<file path="src/mrsd_pkg.sv">
// shared constants and types for the mapper register space decoder
package mrsd_pkg;
  // ==========================================================
  // bus widths and section layout
  localparam int ADDR_W = 10;
  localparam int DATA_W = 8;
  localparam int SECT_LSB = 6;
  localparam logic [3:0] SECT_GLOBAL = 4'h0;
  localparam logic [3:0] SECT_ARBITER = 4'h1;
  localparam logic [11:0] MAP_TOP = 12'h8ff;
  localparam logic [9:0] SERIAL_LO = 10'h0c0;
  localparam logic [9:0] SERIAL_HI = 10'h13f;
  localparam logic [9:0] ETH_LO = 10'h140;
  localparam logic [9:0] ETH_HI = 10'h17f;
  localparam logic [7:0] BERT_LO = 8'hdb;
  localparam logic [7:0] BERT_HI = 8'hef;

  // ==========================================================
  // read-only and read-to-clear offsets, with their live bits
  localparam logic [9:0] OFF_IDENT_LOW = 10'h000;
  localparam logic [9:0] OFF_IDENT_HIGH = 10'h001;
  localparam logic [9:0] OFF_LINE_IRQ_STATUS = 10'h007;
  localparam logic [9:0] OFF_SUBSCRIBER_IRQ_STATUS = 10'h009;
  localparam logic [9:0] OFF_QUEUE_IRQ_STATUS = 10'h00b;
  localparam logic [9:0] OFF_BERT_IMUX_IRQ_STATUS = 10'h00d;
  localparam logic [9:0] OFF_INVMUX_SYNC_STATUS = 10'h018;
  localparam logic [9:0] OFF_SELFTEST_RESULT = 10'h021;
  localparam logic [7:0] MASK_LINE_IRQ = 8'h11;
  localparam logic [7:0] MASK_SUBSCRIBER_IRQ = 8'h01;
  localparam logic [7:0] MASK_QUEUE_IRQ = 8'h11;
  localparam logic [7:0] MASK_BERT_IMUX_IRQ = 8'h03;
  localparam logic [7:0] MASK_SELFTEST = 8'h03;
  // latched slots: 0 sync, 1 delay error, 2 out of frame
  localparam int NLAT = 3;
  localparam logic [NLAT-1:0][9:0] LAT_ADDR = {10'h01f, 10'h01d, 10'h01a};
  localparam logic [NLAT-1:0][7:0] LAT_MASK = {8'hff, 8'h01, 8'hff};

  // ==========================================================
  // read/write registers, slot 0 last in each list; all reset to zero
  localparam int NRW = 23;
  localparam logic [NRW-1:0][9:0] RW_ADDR = {
    10'h041, 10'h040, 10'h03d, 10'h03c, 10'h03b, 10'h03a, 10'h038, 10'h020,
    10'h01e, 10'h01c, 10'h01b, 10'h019, 10'h017, 10'h016, 10'h012, 10'h00e,
    10'h00c, 10'h00a, 10'h008, 10'h006, 10'h005, 10'h004, 10'h002};
  localparam logic [NRW-1:0][7:0] RW_MASK = {
    8'hff, 8'hff, 8'hff, 8'h01, 8'h07, 8'h0f, 8'h3f, 8'h01,
    8'hff, 8'h01, 8'hff, 8'hff, 8'hff, 8'h7f, 8'h0f, 8'h01,
    8'h03, 8'h11, 8'h01, 8'h11, 8'h03, 8'h11, 8'h07};
  localparam logic [7:0] RW_RESET = 8'h00;
  localparam int SLOT_GLOBAL_CONTROL = 0;
  localparam int CTRL_SOFT_RESET_BIT = 0;
  localparam int CTRL_INTERRUPT_MASK_BIT = 1;
  localparam int CTRL_REFCLK_OUT_BIT = 2;

  // ==========================================================
  // forwarded space and register state
  typedef enum logic [1:0] {FWD_SERIAL, FWD_ETHERNET, FWD_XCVR} mrsd_space_e;

  typedef struct packed {
    logic [NRW-1:0][7:0] rw;
    logic [NLAT-1:0][7:0] lat;
    logic [7:0] rdata;
    logic rd_valid;
    logic fwd_rd;
    logic fwd_wr;
    mrsd_space_e fwd_space;
    logic [1:0] fwd_port;
    logic fwd_bert;
    logic [7:0] fwd_offset;
    logic [7:0] fwd_wdata;
  } mrsd_state_s;
endpackage

</file>
<file path="src/mrsd_decode.sv">
// register space, host address decode and latched status for the mapper
`timescale 1ns/10ps

module mrsd_decode
  #(
    parameter logic [15:0] IDENT_CODE = 16'h5a3c // arbitrary value
  )
  (
    input wire logic ref_clk,
    input wire logic sys_rst,
    input wire logic clk_en,
    // host register port
    input wire logic [mrsd_pkg::ADDR_W-1:0] host_addr,
    input wire logic [mrsd_pkg::DATA_W-1:0] host_wdata,
    input wire logic host_rd,
    input wire logic host_wr,
    input wire logic mapper_select_n,
    input wire logic transceiver_select_n,
    output logic [mrsd_pkg::DATA_W-1:0] host_rdata_q,
    output logic host_rd_valid_q,
    // forwarded access to serial, ethernet and transceiver logic
    input wire logic [mrsd_pkg::DATA_W-1:0] fwd_rdata,
    output logic fwd_rd_q,
    output logic fwd_wr_q,
    output mrsd_pkg::mrsd_space_e fwd_space_q,
    output logic [1:0] fwd_port_q,
    output logic fwd_bert_q,
    output logic [7:0] fwd_offset_q,
    output logic [mrsd_pkg::DATA_W-1:0] fwd_wdata_q,
    // live status from the rest of the chip
    input wire logic [7:0] line_irq_status_in,
    input wire logic [7:0] subscriber_irq_status_in,
    input wire logic [7:0] queue_irq_status_in,
    input wire logic [7:0] bert_imux_irq_status_in,
    input wire logic [7:0] invmux_sync_status_in,
    input wire logic [7:0] selftest_result_in,
    // one-cycle events that feed latched status
    input wire logic [7:0] sync_event,
    input wire logic delay_err_event,
    input wire logic [7:0] oof_event,
    // configuration out
    output logic soft_reset_q,
    output logic interrupt_mask_bit_q,
    output logic refclk_output_enable_q,
    output logic [mrsd_pkg::NRW*mrsd_pkg::DATA_W-1:0] cfg_bank_q
  );
  import mrsd_pkg::*;

  // ==========================================================
  // address decode
  mrsd_state_s s_q;
  mrsd_state_s s_d;
  logic map_sel;
  logic xcvr_sel;
  logic [3:0] sect;
  logic in_range;
  logic in_global;
  logic in_serial;
  logic in_eth;
  logic is_bert;
  logic fwd_hit;
  logic rd_take;
  logic wr_take;
  logic [NRW-1:0] rw_hit;
  logic [NLAT-1:0] lat_hit;
  logic [NLAT-1:0][7:0] lat_ev;
  logic [9:0] off_full;
  logic [7:0] loc_rdata;

  // both selects low or both high decodes nothing; a read is still answered with zero
  assign map_sel = !mapper_select_n && transceiver_select_n;
  assign xcvr_sel = mapper_select_n && !transceiver_select_n;
  // section number is the bits above the 64-byte window
  assign sect = host_addr[ADDR_W-1:SECT_LSB];
  // ten lines never reach past the top, kept as a guard for a wider bus
  assign in_range = {2'b00, host_addr} <= MAP_TOP;
  assign in_global = map_sel && in_range && (sect == SECT_GLOBAL || sect == SECT_ARBITER);
  assign in_serial = map_sel && host_addr >= SERIAL_LO && host_addr <= SERIAL_HI;
  // only the mapper side of the ethernet port is visible here; mac space
  // stays behind the indirect access registers of that section
  assign in_eth = map_sel && host_addr >= ETH_LO && host_addr <= ETH_HI;
  assign is_bert = host_addr[7:0] >= BERT_LO && host_addr[7:0] <= BERT_HI;
  assign fwd_hit = in_serial || in_eth || xcvr_sel;

  // read wins when a careless host raises both strobes together
  assign rd_take = clk_en && host_rd;
  assign wr_take = clk_en && host_wr && !host_rd;

  // events grouped in the latched slot layout
  assign lat_ev[0] = sync_event;
  assign lat_ev[1] = {7'h00, delay_err_event};
  assign lat_ev[2] = oof_event;

  // ==========================================================
  // per-register match
  genvar gi;
  generate
    for (gi = 0; gi < NRW; gi++)
    begin : g_rw_hit
      assign rw_hit[gi] = in_global && host_addr == RW_ADDR[gi];
    end
    for (gi = 0; gi < NLAT; gi++)
    begin : g_lat_hit
      assign lat_hit[gi] = in_global && host_addr == LAT_ADDR[gi];
    end
  endgenerate

  // offset inside the forwarded space
  always_comb
  begin
    if (in_serial)
    begin
      off_full = host_addr - SERIAL_LO;
    end
    else if (in_eth)
    begin
      off_full = host_addr - ETH_LO;
    end
    else
    begin
      off_full = {2'b00, host_addr[7:0]};
    end
  end

  // ==========================================================
  // local read mux; anything unmatched reads zero
  always_comb
  begin
    loc_rdata = 8'h00;
    for (int i = 0; i < NRW; i++)
    begin
      if (rw_hit[i])
      begin
        loc_rdata = loc_rdata | (s_q.rw[i] & RW_MASK[i]);
      end
    end
    for (int j = 0; j < NLAT; j++)
    begin
      if (lat_hit[j])
      begin
        loc_rdata = loc_rdata | (s_q.lat[j] & LAT_MASK[j]);
      end
    end
    if (in_global)
    begin
      case (host_addr)
        OFF_IDENT_LOW: loc_rdata = IDENT_CODE[7:0];
        OFF_IDENT_HIGH: loc_rdata = IDENT_CODE[15:8];
        OFF_LINE_IRQ_STATUS: loc_rdata = line_irq_status_in & MASK_LINE_IRQ;
        OFF_SUBSCRIBER_IRQ_STATUS: loc_rdata = subscriber_irq_status_in & MASK_SUBSCRIBER_IRQ;
        OFF_QUEUE_IRQ_STATUS: loc_rdata = queue_irq_status_in & MASK_QUEUE_IRQ;
        OFF_BERT_IMUX_IRQ_STATUS: loc_rdata = bert_imux_irq_status_in & MASK_BERT_IMUX_IRQ;
        OFF_INVMUX_SYNC_STATUS: loc_rdata = invmux_sync_status_in;
        OFF_SELFTEST_RESULT: loc_rdata = selftest_result_in & MASK_SELFTEST;
        default: loc_rdata = loc_rdata;
      endcase
    end
  end

  // ==========================================================
  // next state
  always_comb
  begin
    s_d = s_q;
    if (clk_en)
    begin
      // strobes to the host and forward side are single-cycle
      s_d.rd_valid = rd_take;
      s_d.fwd_rd = 1'b0;
      s_d.fwd_wr = 1'b0;
      if (rd_take)
      begin
        // forwarded spaces answer combinationally from the address
        s_d.rdata = fwd_hit ? fwd_rdata : loc_rdata;
      end
      // writes land only on decoded bits; reserved bits stay zero
      for (int i = 0; i < NRW; i++)
      begin
        if (wr_take && rw_hit[i])
        begin
          s_d.rw[i] = host_wdata & RW_MASK[i];
        end
      end
      if ((rd_take || wr_take) && fwd_hit)
      begin
        s_d.fwd_rd = rd_take;
        s_d.fwd_wr = wr_take;
        s_d.fwd_offset = off_full[7:0];
        s_d.fwd_wdata = host_wdata;
        s_d.fwd_port = host_addr[9:8];
        s_d.fwd_bert = xcvr_sel && is_bert;
        if (in_serial)
        begin
          s_d.fwd_space = FWD_SERIAL;
        end
        else if (in_eth)
        begin
          s_d.fwd_space = FWD_ETHERNET;
        end
        else
        begin
          s_d.fwd_space = FWD_XCVR;
        end
      end
      // latched status: a new event in the reading cycle survives the clear
      for (int j = 0; j < NLAT; j++)
      begin
        if (s_q.rw[SLOT_GLOBAL_CONTROL][CTRL_SOFT_RESET_BIT])
        begin
          s_d.lat[j] = 8'h00;
        end
        else if (rd_take && lat_hit[j])
        begin
          s_d.lat[j] = lat_ev[j] & LAT_MASK[j];
        end
        else
        begin
          s_d.lat[j] = s_q.lat[j] | (lat_ev[j] & LAT_MASK[j]);
        end
      end
    end
  end

  // state register; clk_en low freezes everything, pulses included
  always_ff @(posedge ref_clk)
  begin
    if (sys_rst)
    begin
      s_q <= '0;
      s_q.rw <= {NRW{RW_RESET}};
    end
    else
    begin
      s_q <= s_d;
    end
  end

  // ==========================================================
  // outputs straight from the state register
  assign host_rdata_q = s_q.rdata;
  assign host_rd_valid_q = s_q.rd_valid;
  assign fwd_rd_q = s_q.fwd_rd;
  assign fwd_wr_q = s_q.fwd_wr;
  assign fwd_space_q = s_q.fwd_space;
  assign fwd_port_q = s_q.fwd_port;
  assign fwd_bert_q = s_q.fwd_bert;
  assign fwd_offset_q = s_q.fwd_offset;
  assign fwd_wdata_q = s_q.fwd_wdata;
  assign soft_reset_q = s_q.rw[SLOT_GLOBAL_CONTROL][CTRL_SOFT_RESET_BIT];
  assign interrupt_mask_bit_q = s_q.rw[SLOT_GLOBAL_CONTROL][CTRL_INTERRUPT_MASK_BIT];
  assign refclk_output_enable_q = s_q.rw[SLOT_GLOBAL_CONTROL][CTRL_REFCLK_OUT_BIT];
  assign cfg_bank_q = s_q.rw;
endmodule // mrsd_decode

</file>
<file path="config.mk">
export PLATFORM = sky130hd
export DESIGN_NAME = mrsd_decode
export DESIGN_NICKNAME = d
export VERILOG_FILES = /design/src/mrsd_pkg.sv /design/src/mrsd_decode.sv
export SDC_FILE = /design/constraint.sdc
export NUM_CORES = 1
export LEC_CHECK = 0
export BUFFER_PORTS_ARGS = -buffer_cell sky130_fd_sc_hd__buf_2
export CAP_MARGIN = 20
export CORE_MARGIN = 3
export CORE_UTILIZATION = 35
export CTS_CLUSTER_DIAMETER = 60
export DETAILED_ROUTE_END_ITERATION = 8
export GPL_ROUTABILITY_DRIVEN = 0
export MAX_ROUTING_LAYER = met4
export PLACE_DENSITY = 0.56
export SYNTH_ARGS = -nofsm -noshare
export SYNTH_HDL_FRONTEND = slang
export SYNTH_SLANG_ARGS = --single-unit
</file>
<file path="constraint.sdc">
create_clock -name ref_clk -period 2.6 [get_ports ref_clk]
set_clock_uncertainty 0.1 [all_clocks]
set_input_delay 0.13 -clock ref_clk [delete_from_list [all_inputs] [get_ports ref_clk]]
set_output_delay 0.13 -clock ref_clk [all_outputs]
set_load 0.005 [all_outputs]
</file>
---- Yosys cells after proc, flatten, opt, wreduce, memory -nomap -nowiden ----
Index checks and enable logic that the tools add are counted.
storage, ports and cells
  logic and storage cells ................. 246
  bits of input ports ..................... 98
  output and inout bits ................... 219
  flip-flop bits (word level) ............. 154
operators by class
  equal/unequal tests ..................... 34
  reduce and logical (&&, ||, !) cells .... 100
  add/sub/neg operators ................... 2
  bitwise operators ....................... 28
  $lt $le $gt $ge ......................... 7
  multiplexer cells ....................... 40
operators with widths
  cell                    number
  $mux W8                 35
  $eq A10 B5 Y1 const B   11
  $or A8 B8 Y8            11
  $eq A10 B4 Y1 const B   7
  $eq A10 B6 Y1 const B   7
  $logic_and A1 B1 Y1     66
  $pmux W8 S8             1
  $or A8 B1 Y8            7
  $reduce_and A2 Y1       25
  $eq A10 B3 Y1 const B   4
  $or A8 B5 Y8            3
  $mux W23                1
  $eq A10 B7 Y1 const B   2
  $le A10 B9 Y1 const B   2
  $or A8 B2 Y8            2
  $or A8 B4 Y8            2
  $le A10 B12 Y1 const B  1
  $eq A10 B1 Y1 const B   1
  $eq A10 B2 Y1 const B   1
  $ge A10 B8 Y1 const B   1
  $ge A10 B9 Y1 const B   1
  $logic_not A10 Y1       1
  $ge A8 B8 Y1 const B    1
  $le A8 B8 Y1 const B    1
  other kinds (11)        17

---- Longest topological paths before layout ----
Gate-level depths: netlist (run 1).
  depth in word-level cells ............... 59
  depth in mapped cells ................... 12
  depth with buffers taken out ............ 9

---- Least setup slack after synthesis (run 1) ----
No wires, ideal clock.
  path kind ............................... input to register
  from .................................... in host_addr[7] (netlist name)
  to ...................................... reg s_q, in the netlist host_rdata_q[5]
  setup slack ............................. 0.342 ns
  arrival time ............................ 2.021 ns
  stages on the path ...................... 10
  cell sequence ........................... inv_1 ha_1 buf_2 or3b_1 a2111oi_1 o41ai_2 a311oi_1 a31oi_1 mux2i_1 a211oi_1
between the ends
  cells in the longest elaborated chain, start to end .. 56
  elaborated cells on any way between the ends .. 126
  classes of those cells .................. order compare: 5; eq/ne: 33; mux: 28; bitwise: 24; reduce/logical: 36
RTL lines
  item                                                              RTL line            text
  start, declared                                                   mrsd_decode.sv:13   input wire logic [mrsd_pkg::ADDR_W-1:0] host_addr,
  $le A10 B12 Y1, or another cell as far along                      mrsd_decode.sv:76   assign in_range = {2'b00, host_addr} <= MAP_TOP;
  $logic_and A1 B1 Y1 / $logic_or A1 B1 Y1 (equally long branches)  mrsd_decode.sv:77   assign in_global = map_sel && in_range && (sect == SECT_GLOBAL || sect == SECT_ARBITER);
  $logic_and A1 B1 Y1                                               mrsd_decode.sv:77
  $logic_and A1 B1 Y1                                               mrsd_decode.sv:100  assign rw_hit[gi] = in_global && host_addr == RW_ADDR[gi];
  $mux W8                                                           mrsd_decode.sv:132  if (rw_hit[i])
  $or A8 B2 Y8                                                      mrsd_decode.sv:134  loc_rdata = loc_rdata | (s_q.rw[i] & RW_MASK[i]);
  $mux W8                                                           mrsd_decode.sv:132
  $or A8 B5 Y8                                                      mrsd_decode.sv:134
  [... 40 more ...]                                                 --
  $mux W8                                                           mrsd_decode.sv:139  if (lat_hit[j])
  $or A8 B1 Y8                                                      mrsd_decode.sv:141  loc_rdata = loc_rdata | (s_q.lat[j] & LAT_MASK[j]);
  $mux W8                                                           mrsd_decode.sv:139
  $or A8 B8 Y8                                                      mrsd_decode.sv:141
  $mux W8                                                           mrsd_decode.sv:139
  $pmux W8 S8                                                       mrsd_decode.sv:146  case (host_addr)
  $mux W8                                                           mrsd_decode.sv:144  if (in_global)
  $mux W8 *                                                         mrsd_decode.sv:174  s_d.rdata = fwd_hit ? fwd_rdata : loc_rdata;
  end, declared                                                     mrsd_decode.sv:51   mrsd_state_s s_q;
Mark *: on every way between the ends. The rest lies on a longest branch, timed or not.
A chain may end at the register's enable or synchronous reset.

---- Final worst setup path (run 1) ----
  from .................................... in host_addr[5] (netlist name)
  to ...................................... reg s_q, in the netlist host_rdata_q[0]
between the ends
  cells in the longest elaborated chain, start to end .. 58
  elaborated cells on any way between the ends .. 127
  classes of those cells .................. order compare: 5; eq/ne: 33; mux: 29; bitwise: 25; reduce/logical: 35
RTL lines
  item                              RTL line
  $le A10 B12 Y1                    mrsd_decode.sv:76
  $logic_and A1 B1 Y1 (2 in a row)  mrsd_decode.sv:77
  $logic_and A1 B1 Y1               mrsd_decode.sv:100
  $mux W3                           mrsd_decode.sv:132
  $or A8 B5 Y8                      mrsd_decode.sv:134
  $mux W8                           mrsd_decode.sv:132
  $or A8 B2 Y8                      mrsd_decode.sv:134
  $mux W8                           mrsd_decode.sv:132
  [... 41 more ...]                 --
  $mux W8                           mrsd_decode.sv:139
  $or A8 B1 Y8                      mrsd_decode.sv:141
  $mux W8                           mrsd_decode.sv:139
  $or A8 B8 Y8                      mrsd_decode.sv:141
  $mux W8                           mrsd_decode.sv:139
  $pmux W8 S8                       mrsd_decode.sv:146
  $mux W8                           mrsd_decode.sv:144
  $mux W8 *                         mrsd_decode.sv:174
Marked as above.

==> results of run 1 <==
-- power by group through the flow --
stage	logic (mW)	clock network (mW)	registers (mW)
6_report	0.542	2.46	2.32
2_1_floorplan	0.399	0	2.36
4_1_cts	0.534	2.49	2.32
3_5_place_dp	0.499	0	2.37
3_3_place_gp	0.497	0	2.37
5_1_grt	0.589	2.60	2.32
-- sequential cells by signal (all words and copies together) (netlist names) --
| register | count |
|---|---|
| fwd_port_q | 2 |
| host_rd_valid_q | 1 |
| host_rdata_q | 8 |
| fwd_rd_q | 1 |
| fwd_space_q | 2 |
| cfg_bank_q | 98 |
| fwd_bert_q | 1 |
| fwd_offset_q | 8 |
| fwd_wdata_q | 8 |
| s_q | 17 |
| fwd_wr_q | 1 |
-- what timing repair did --
action	in CTS	in global routing
endpoints found under the hold margin	29	0
endpoints found under the setup margin	0	0
hold buffers	28	0
-- synth_stat cells, drive strengths merged (2+ instances only) --
cell type	n
nand3	39
and4	2
a22o	3
and3b	2
a21oi	81
nand4	6
nor4b	4
clkbuf	49
a2111oi	5
a32oi	5
or4	2
nand4b	3
mux2	4
inv	5
and2	5
nor2b	6
o2111ai	2
nor3	15
o21ai	11
nor4	6
nor2	119
nor4bb	2
buf	241
a22oi	28
a31oi	6
a222oi	7
nand2b	6
o32ai	3
o2bb2ai	2
a211oi	7
mux2i	64
a32o	9
a31o	3
a221oi	8
nand3b	5
or4b	2
dfxtp	147
nor3b	4
nand2	131
or3	2
ha	4
and4b	5
and3	11
a21o	3
-- stage by stage --
| stage | hold WS (ps) | setup WS [ps] |
|---|---|---|
| 6_report | 14.2 | 19.8 |
| 4_1_cts | 0.944 | 74.1 |
| 2_1_floorplan | 177 | 342 |
| 3_3_place_gp | 282 | -24.9 |
| 3_5_place_dp | 287 | -6.69 |
| 5_1_grt | 20.9 | 25.4 |
-- layer usage --
metal  routed length, um  share of wire [%]  vias to the layer above  GRT usage (%)
met5                   0                  0                        -              -
met3                2610                8.3                       38           5.91
li1                    -                  -                     3755              -
met1               13400                 43                     3834           30.0
met4                 591                1.9                        0           6.52
met2               14900                 47                      369           35.4
-- cell type report --
| class | count | area share (%) |
|---|---|---|
| multi-input combinational | 733 | 41.8 |
| sequential | 147 | 28.8 |
| timing repair buffer | 317 | 19.6 |
| clock buffer | 23 | 4.77 |
| tap | 324 | 3.96 |
| clock inverter | 9 | 0.918 |
| inverter | 5 | 0.184 |
| antenna | 1 | 0.0245 |
-- worst min-delay path: stages --
cell     delay (ps)
buf_2           200
nand2_1         100
a21oi_1          60
-- placed cells by master (no fill, tap or decap), types with 6 or more instances in the layout --
master,count
dlygate4sd3_1,28
dfxtp_1,147
nor2_1,118
nor3_1,12
conb_1,86
a32o_1,9
a21oi_1,79
mux2i_1,64
nor2b_1,6
nand2_1,131
buf_2,198
nand2b_1,6
a22oi_1,28
o21ai_0,9
nand3_1,39
nand4_1,6
a31oi_1,6
a222oi_1,7
clkbuf_16,17
and3_1,11
a221oi_1,8
buf_4,87
-- cell families (layout without fill, tap and decap cells) --
| logic type | count (synthesis) | after routing |
|---|---|---|
| AOI/OAI and AO/OA | 194 | 194 |
| adders and majority gates | 4 | 4 |
| buffers and inverters | 295 | 354 |
| DFF | 147 | 147 |
| muxes | 68 | 68 |
| other | 1 | 87 |
| and+or+nand+nor | 381 | 381 |
-- worst min-delay path by stage --
| stage | slack [ps] | endpoint | cells after the start |
|---|---|---|---|
| after floorplan | 180 | cfg_bank_q[162] | 2 |
| after global placement | 280 | s_q[48] | 3 |
| after detailed placement | 290 | s_q[51] | 3 |
| after CTS | 0.9 | fwd_wdata_q[6] | 3 |
| after global routing | 20 | cfg_bank_q[94] | 3 |
| final | 10 | cfg_bank_q[94] | 3 |
==> metrics.md, run 1 <==
| Metric | Value |
|---|---|
| Yosys cell types | 73 |
| Die W | 165 um |
| Clock Tree Root | clkbuf_16 |
| PortBufs | 199 |
| Max Cap Violations | 0 |
| DR iter-0 viols | 843 |
| Synth Area in Compound Gates | 15.2% |
| Avg Vias per Cell | 5.13 |
| Overall via count from detail_route | 7996 |
| Rel. slew slack | 54.6% |
| Gate power share | 10.2% |
| Xor/xnor share of the synthesized area | 0% |
| CP Capture Type | flip-flop |
| Finish-stage setup viols | 0 |
| R2R setup slack | 380 ps |
| WL/cell | 20.2 um |
| Worst Tran Pin Value | 676 ps |
| Worst skew pair latency | 430 ps |
| Main synth FF type | dfxtp_1 |
| Seq pwr share | 43.6% |
| Starting Density | 36.0% |
| Multi-input logic area | 4270 um^2 |
| Critical path buffers and inverters | 3 |
| Leakage | 4.42 nW |
| Fin crit share | 99.2% |
| Cell Area, Synth | 8850 um^2 |
| Crit Path Max Fanout | 14 |
| R2R depth | 6 |
| Worst-path clk slew | 60 ps |
| Post-route cell area | 10200 um^2 |
| Placed cells | 1498 |
| Synth warn | 0 |
| Longest Clk Path Bufs | 2 |
| CTS tree | done |
| Antenna Nets Post-Route | 0 |
| Post-DP HPWL | 23800 um |
| Post-synth EDFFs | 0 |
| CTS H-tree depth | 4 |
| DIE AREA | 27200 um^2 |
| Synth top area share | 33.2% |
| Synthesized instance count | 1090 |
| Global-route wire length before repair | 45500 um |
| RSZ-0062 raised after global routing | false |
| Final min period | 2580 ps |
| Critical path endpoint | host_rdata_q[0] |
| Worst Setup Path Type | in2reg |
| Area growth from synthesis to layout | 15.5% |
| Cell depth of the worst setup path | 10 |
| Synth async-reset ratio | 0% |
| Layout cells sized above 1 | 27.9% |
| Cell Area, Placed | 9360 um^2 |
| Dominant cell type by area after synthesis | dfxtp_1 |
| CP Data Arrival Time | 2760 ps |
| # IOs | 317 |
| Setup TNS | 0 ps |
| Hold Fails Final Rpt | 0 |
| # clock sinks | 147 |
| Reg area | 2940 um^2 |
| Initial antenna violation count | 0 |
| Hold Startpoint | host_wdata[6] |
| Simple-gate share of the synthesized area | 21.0% |
| Final std cells w/o fill | 1559 |
| Post-cts sizing count | 0 |
| Worst reg2reg path endpoint | host_rdata_q[0] |
| CP Cell Sequence | dlygate4sd3_1, buf_2, nor3b_1, buf_4, and4_1, a32oi_1, o21ai_0, or4_1, nor3_1, o32ai_1 |
| Adder-Cell Fraction of Synth Area | 0.565% |
| Mux cell area share after synthesis | 7.74% |
| Drt pass-1 iters | 5 |
| Crit path from | host_addr[5] |
| CP max-delay cell | dlygate4sd3_1 |
| Fillcell total | 2555 |
| Final slew viol count | 0 |
| Peak supply drop | 0.327 mV |
| Grt ovf | 0 |
| Min-Delay Path Class | in2reg |
| Vias in the first global route | 7325 |
| Pint | 3.93 mW |
| Final wirelength | 31500 um |
| Clk pwr share | 46.3% |
| Crit path max-delay family | simple AND/OR/NAND/NOR gates |
| Overall Power | 5.32 mW |
| Sequential element share of the synthesized area | 33.2% |
| Largest family of logic cells by synthesized area | buffers and inverters |
| Final #Nets | 1323 |
| DRC viols | 0 |
| Gr usage total | 23.0% |
| CP max stage delay | 530 ps |
| Critical path required time | 2780 ps |
| Status | finished, final reports clean |
| Largest net degree at the start of global routing | 54 |
| Seq cells post-synth | 147 |
| Crit path launch type | input pin |
| Fmax | 0.388 GHz |
| Net Sw Power | 1.39 mW |
| Core ar. | 24600 um^2 |
| Synth top area cells | dfxtp_1, buf_4, mux2i_1 |
| Worst R2R Start | cfg_bank_q[48] |
| CTS Buf Count | 17 |
| Die height | 165 um |
| PD cells | 520 nW/um^2 |
| FP Rows | 57 |
| Mapped Avg Cell Area | 8.12 um^2 |
| Switch share | 26.2% |
| Final core utilization | 41.6% |
| Postcts setup bufs | 0 |
No activity file was read; power rests on OpenSTA's default activity.
==> run 2, diff against run 1 <==
--- a/config.mk
+++ b/config.mk
@@ -14,6 +14,7 @@
 export GPL_ROUTABILITY_DRIVEN = 0
 export MAX_ROUTING_LAYER = met4
 export PLACE_DENSITY = 0.56
+export SETUP_SLACK_MARGIN = 0.1
 export SYNTH_ARGS = -nofsm -noshare
 export SYNTH_HDL_FRONTEND = slang
 export SYNTH_SLANG_ARGS = --single-unit
==> metrics.md, run 2 (synthesis gave the netlist of run 1 again) <==
| Metric | Value |
|---|---|
| Layout cells sized above 1 | 27.9% (unchanged) |
| Clock Tree Root | clkbuf_16 (unchanged) |
| FP Rows | 57 (unchanged) |
| Net Sw Power | 1.39 mW (about the same) |
| Final #Nets | 1323 (unchanged) |
| Critical path required time | 2790 ps (was 2780 ps) |
| CTS Buf Count | 17 (unchanged) |
| Area growth from synthesis to layout | 15.5% (unchanged) |
| Vias in the first global route | 7334 (was 7325) |
| Clk pwr share | 46.2% (was 46.3%) |
| Worst skew pair latency | 430 ps (about the same) |
| Hold path cells | 3 (unchanged) |
| PD cells | 520 nW/um^2 (about the same) |
| Post-DP HPWL | 23800 um (unchanged) |
| Finish-stage setup viols | 0 (unchanged) |
| Min-Delay Path Class | in2reg (unchanged) |
| Postcts setup bufs | 0 (unchanged) |
| Min Hold Slack | 18.5 ps (was 14.2 ps) |
| # IOs | 317 (unchanged) |
| Largest net degree at the start of global routing | 54 (unchanged) |
| Die height | 165 um (unchanged) |
| Fin crit share | 85.9% (was 99.2%) |
| Max Cap Violations | 0 (unchanged) |
| R2R depth | 6 (unchanged) |
| Largest register FFs | 98 (unchanged) |
| Setup TNS | 0 ps (unchanged) |
| Avg Vias per Cell | 5.13 (about the same) |
| RSZ-0062 raised after global routing | false (unchanged) |
| Rel. slew slack | 56.0% (was 54.6%) |
| Cts hold-fix bufs | 28 (unchanged) |
| Initial antenna violation count | 0 (unchanged) |
| Worst Tran Pin Value | 656 ps (was 676 ps) |
| CTS tree | done (unchanged) |
| WL/cell | 20.2 um (about the same) |
| # clock sinks | 147 (unchanged) |
| Core ar. | 24600 um^2 (unchanged) |
| Final slew viol count | 0 (unchanged) |
| CP Capture Type | flip-flop (unchanged) |
| Grt ovf | 0 (unchanged) |
| DRC viols | 0 (unchanged) |
| Final min period | 2230 ps (was 2580 ps) |
| Drt pass-1 iters | 6 (was 5) |
| Seq pwr share | 43.6% (about the same) |
| Crit Path Max Fanout | 3 (was 14) |
| Starting Density | 36.0% (unchanged) |
| Leakage | 4.42 nW (unchanged) |
| Switch share | 26.1% (was 26.2%) |
| Gr usage total | 23.0% (about the same) |
| Overall via count from detail_route | 8003 (was 7996) |
| Commonest cells after routing, fill and taps aside | buf_2, dfxtp_1, nand2_1, nor2_1, buf_4 (unchanged) |
| Fillcell total | 2555 (unchanged) |
| Hold Fails Final Rpt | 0 (unchanged) |
| Die W | 165 um (unchanged) |
| DR iter-0 viols | 846 (was 843) |
| Final wirelength | 31500 um (about the same) |
| Post-cts sizing count | 0 (unchanged) |
| Antenna Nets Post-Route | 0 (unchanged) |
| Global-route wire length before repair | 45500 um (about the same) |
| Commonest non-fill, non-tap cell in the layout | buf_2 (unchanged) |
| Gate power share | 10.2% (about the same) |
| Worst Setup Path Type | reg2reg (was in2reg) |
| Status | finished, final reports clean (unchanged) |
| Fmax | 0.448 GHz (was 0.388 GHz) |
| Pint | 3.93 mW (about the same) |
| Longest Clk Path Bufs | 2 (unchanged) |
| Crit path launch type | flip-flop (was input pin) |
| Peak supply drop | 0.327 mV (about the same) |
| CP Data Arrival Time | 2420 ps (was 2760 ps) |
| Worst-path clk slew | 60 ps (about the same) |
| PortBufs | 199 (unchanged) |
| CTS H-tree depth | 4 (unchanged) |
| DIE AREA | 27200 um^2 (unchanged) |
## run 2: cell counts in the layout (fill, tap and decap cells not counted)
No cell type changed its count.
## run 2: metrics by stage
stage / setup WS (ps) / cell area [um^2] / power (mW) / util [%] / instances
final: 366 / 10200 / 5.31 / 41.6 / 1559
after global routing: 292 / 10200 / 5.50 / 41.6 / 1558
after floorplan: 342 / 9170 / 2.76 / - / 1175
after CTS: 360 / 10200 / 5.34 / 41.6 / 1558
after detailed placement: -6.69 / 9360 / 2.87 / 38.1 / 1498
after global placement: -24.9 / 9360 / 2.86 / 38.0 / 1497
## run 2: worst paths after layout
kind             startpoint         endpoint  slack [ps]
max          cfg_bank_q[48]  host_rdata_q[0]         370
min           host_wdata[6]   cfg_bank_q[78]          20
max reg2reg  cfg_bank_q[48]  host_rdata_q[0]         370
min reg2reg   fwd_port_q[1]    fwd_port_q[1]         350
## run 2: per-layer routing
| metal | GRT usage (%) | wire [um] | vias to the layer above |
|---|---|---|---|
| li1 | - | - | 3760 |
| met1 | 30.0 | 13500 | 3836 |
| met2 | 35.5 | 14700 | 367 |
| met3 | 5.91 | 2620 | 40 |
| met4 | 6.52 | 614 | 0 |
| met5 | - | 0 | - |
## run 2: power by group through the flow
stage	registers, mW	logic (mW)	clock network (mW)
floorplan	2.36	0.399	0
global placement	2.37	0.497	0
detailed placement	2.37	0.499	0
CTS	2.32	0.534	2.49
global route	2.32	0.589	2.60
finish	2.32	0.541	2.46
## run 2: cell type report
type | count | area [um^2] | area share, %
Multi-Input combinational cell | 733 | 4270 | 41.8
Clock buffer | 23 | 488 | 4.77
Inverter | 5 | 18.8 | 0.184
Tap cell | 324 | 405 | 3.96
Clock inverter | 9 | 93.8 | 0.918
Timing Repair Buffer | 317 | 2000 | 19.6
Sequential cell | 147 | 2940 | 28.8
Antenna cell | 1 | 2.50 | 0.0245
## run 2: critical path, cell delays in order (launching register included)
cell and delay (ps):
dfxtp_1 330, mux2_2 280, a221oi_1 260, a2111oi_0 100
or4_1 610, nor3_1 270, o32ai_1 140
==> run 3, diff against run 2 <==
--- a/config.mk
+++ b/config.mk
@@ -14,6 +14,7 @@
 export GPL_ROUTABILITY_DRIVEN = 0
 export MAX_ROUTING_LAYER = met4
 export PLACE_DENSITY = 0.56
+export REMOVE_ABC_BUFFERS = 1
 export SETUP_SLACK_MARGIN = 0.1
 export SYNTH_ARGS = -nofsm -noshare
 export SYNTH_HDL_FRONTEND = slang
==> metrics.md, run 3 (synthesis gave the netlist of run 1 again) <==
| Metric | Value |
|---|---|
| Hold path cells | 4 (was 3) |
| Grt ovf | 0 (unchanged) |
| # IOs | 317 (unchanged) |
| DRC viols | 0 (unchanged) |
| Layout cells sized above 1 | 28.9% (was 27.9%) |
| R2R setup slack | 440 ps (was 370 ps) |
| CTS Buf Count | 17 (unchanged) |
| CTS H-tree depth | 4 (unchanged) |
| Clock Tree Root | clkbuf_16 (unchanged) |
| Worst reg2reg path endpoint | host_rdata_q[0] (unchanged) |
| Worst skew pair latency | 440 ps (was 430 ps) |
| Rel. slew slack | 56.6% (was 56.0%) |
| Cell Area, Placed | 9500 um^2 (was 9360 um^2) |
| DR iter-0 viols | 814 (was 846) |
| Finish-stage setup viols | 0 (unchanged) |
| FP Rows | 57 (unchanged) |
| Hold Fails Final Rpt | 0 (unchanged) |
| Commonest non-fill, non-tap cell in the layout | buf_2 (unchanged) |
| Global-route wire length before repair | 47100 um (was 45500 um) |
| Hold Startpoint | transceiver_select_n (was host_wdata[6]) |
| Worst Tran Pin Value | 650 ps (was 656 ps) |
| CTS tree | done (unchanged) |
| WL/cell | 20.7 um (was 20.2 um) |
| R2R depth | 6 (unchanged) |
| PD cells | 519 nW/um^2 (was 520 nW/um^2) |
| Largest register FFs | 98 (unchanged) |
| DIE AREA | 27200 um^2 (unchanged) |
| Initial antenna violation count | 0 (unchanged) |
| Leakage | 4.51 nW (was 4.42 nW) |
| Core ar. | 24600 um^2 (unchanged) |
| Worst Setup Path Type | in2reg (was reg2reg) |
| Largest net degree at the start of global routing | 52 (was 54) |
| Final wirelength | 32500 um (was 31500 um) |
| Final min period | 2440 ps (was 2230 ps) |
| Worst R2R Start | cfg_bank_q[48] (unchanged) |
| Drt pass-1 iters | 6 (unchanged) |
| Max Cap Violations | 0 (unchanged) |
| CP Data Arrival Time | 2640 ps (was 2420 ps) |
| Die W | 165 um (unchanged) |
| Worst-path clk slew | 60 ps (about the same) |
| Setup TNS | 0 ps (unchanged) |
| Die height | 165 um (unchanged) |
| Hold EP | fwd_bert_q (was cfg_bank_q[78]) |
| Commonest cells after routing, fill and taps aside | buf_2, dfxtp_1, nand2_1, nor2_1, buf_4 (unchanged) |
| Crit path launch type | input pin (was flip-flop) |
| Peak supply drop | 0.347 mV (was 0.327 mV) |
| Met3 Use GR | 6.21% (was 5.91%) |
| Final #Nets | 1336 (was 1323) |
| Antenna Nets Post-Route | 0 (unchanged) |
| Post-route cell area | 10400 um^2 (was 10200 um^2) |
| Critical path required time | 2800 ps (was 2790 ps) |
| PortBufs | 199 (unchanged) |
| Post-DP HPWL | 24600 um (was 23800 um) |
| Met1 Track Usage GR | 30.8% (was 30.0%) |
| Starting Density | 36.0% (unchanged) |
| Area growth from synthesis to layout | 17.9% (was 15.5%) |
| CP Capture Type | flip-flop (unchanged) |
| # clock sinks | 147 (unchanged) |
| RSZ-0062 raised after global routing | true (was false) |
| Postcts setup bufs | 0 (unchanged) |
| Fmax | 0.410 GHz (was 0.448 GHz) |
| Met2 usage | 36.5% (was 35.5%) |
| Gr busiest metal | met2 (unchanged) |
| Longest Clk Path Bufs | 2 (unchanged) |
| Diode count | 0 (was 1) |
| Crit Path Max Fanout | 14 (was 3) |
| Final slew viol count | 0 (unchanged) |
| Min-Delay Path Class | in2reg (unchanged) |
| Status | finished, final reports clean (unchanged) |
| Vias in the first global route | 7508 (was 7334) |
| Overall via count from detail_route | 8137 (was 8003) |
| Fin crit share | 93.8% (was 85.9%) |
| Avg Vias per Cell | 5.18 (was 5.13) |
| Gr usage total | 23.9% (was 23.0%) |
run 3: cell types whose count changed in the layout (fill, tap and decap cells not counted), moves of 2 or more:
cell,before,now
buf_12,4,9
dlygate4sd3_1,28,31
clkbuf_1,2,0
clkbuf_8,4,2
a2111oi_0,4,2
buf_6,0,2
buf_4,87,92
buf_2,198,196
inv_8,0,3
run 3: final cells by class:
class / instances / area, um^2
clock buffer: 19 / 453
clock inverter: 13 / 139
fill: 2508 / 14200
inverter: 5 / 18.8
multi-input combinational: 733 / 4300
sequential: 147 / 2940
tap: 324 / 405
timing repair buffer: 330 / 2180
run 3: how the worst max path moves through the flow:
stage | startpoint | end | slack (ps) | cells after the start
after floorplan | host_addr[2] | host_rdata_q[5] | 10 | 7
after global placement | host_addr[3] | host_rdata_q[5] | -50 | 10
after detailed placement | host_addr[1] | host_rdata_q[4] | -30 | 11
after CTS | host_addr[4] | host_rdata_q[5] | 140 | 10
after global routing | host_addr[4] | host_rdata_q[5] | 50 | 10
final | host_addr[5] | host_rdata_q[0] | 160 | 9
run 3: worst max-delay path, stage by stage:
cell,delay (ps)
dlygate4sd3_1,570
buf_6,170
and3b_1,260
a22o_1,250
a32oi_1,250
o21ai_0,120
or4_1,480
nor3_1,260
o32ai_1,140
run 3: per-stage QoR:
stage | utilization [%] | std cells | total power, mW | worst slack [ps] | hold WS (ps)
floorplan | - | 885 | 2.54 | 13.2 | 94.6
finish | 42.4 | 1571 | 5.42 | 160 | 25.5
global route | 42.4 | 1571 | 5.62 | 47.6 | 50.4
global placement | 38.6 | 1508 | 2.88 | -50.8 | 266
detailed placement | 38.6 | 1508 | 2.89 | -32.0 | 273
CTS | 42.3 | 1571 | 5.44 | 136 | 16.8
run 3: repair_timing:
action / 4_1_cts / 5_1_grt
endpoints found under the setup margin: 0 / 27
hold buffers: 31 / 0
endpoints found under the hold margin: 44 / 0
gates resized for setup: 0 / 13
run 3: routing by layer:
metal | vias to the layer above | wire (um)
met5 | - | 0
met4 | 0 | 875
met3 | 53 | 3180
met2 | 431 | 14800
met1 | 3861 | 13600
li1 | 3792 | -
run 3: power breakdown:
part	switching, mW	internal [mW]
logic	0.350	0.224
registers	0.0223	2.29
clock network	1.13	1.40
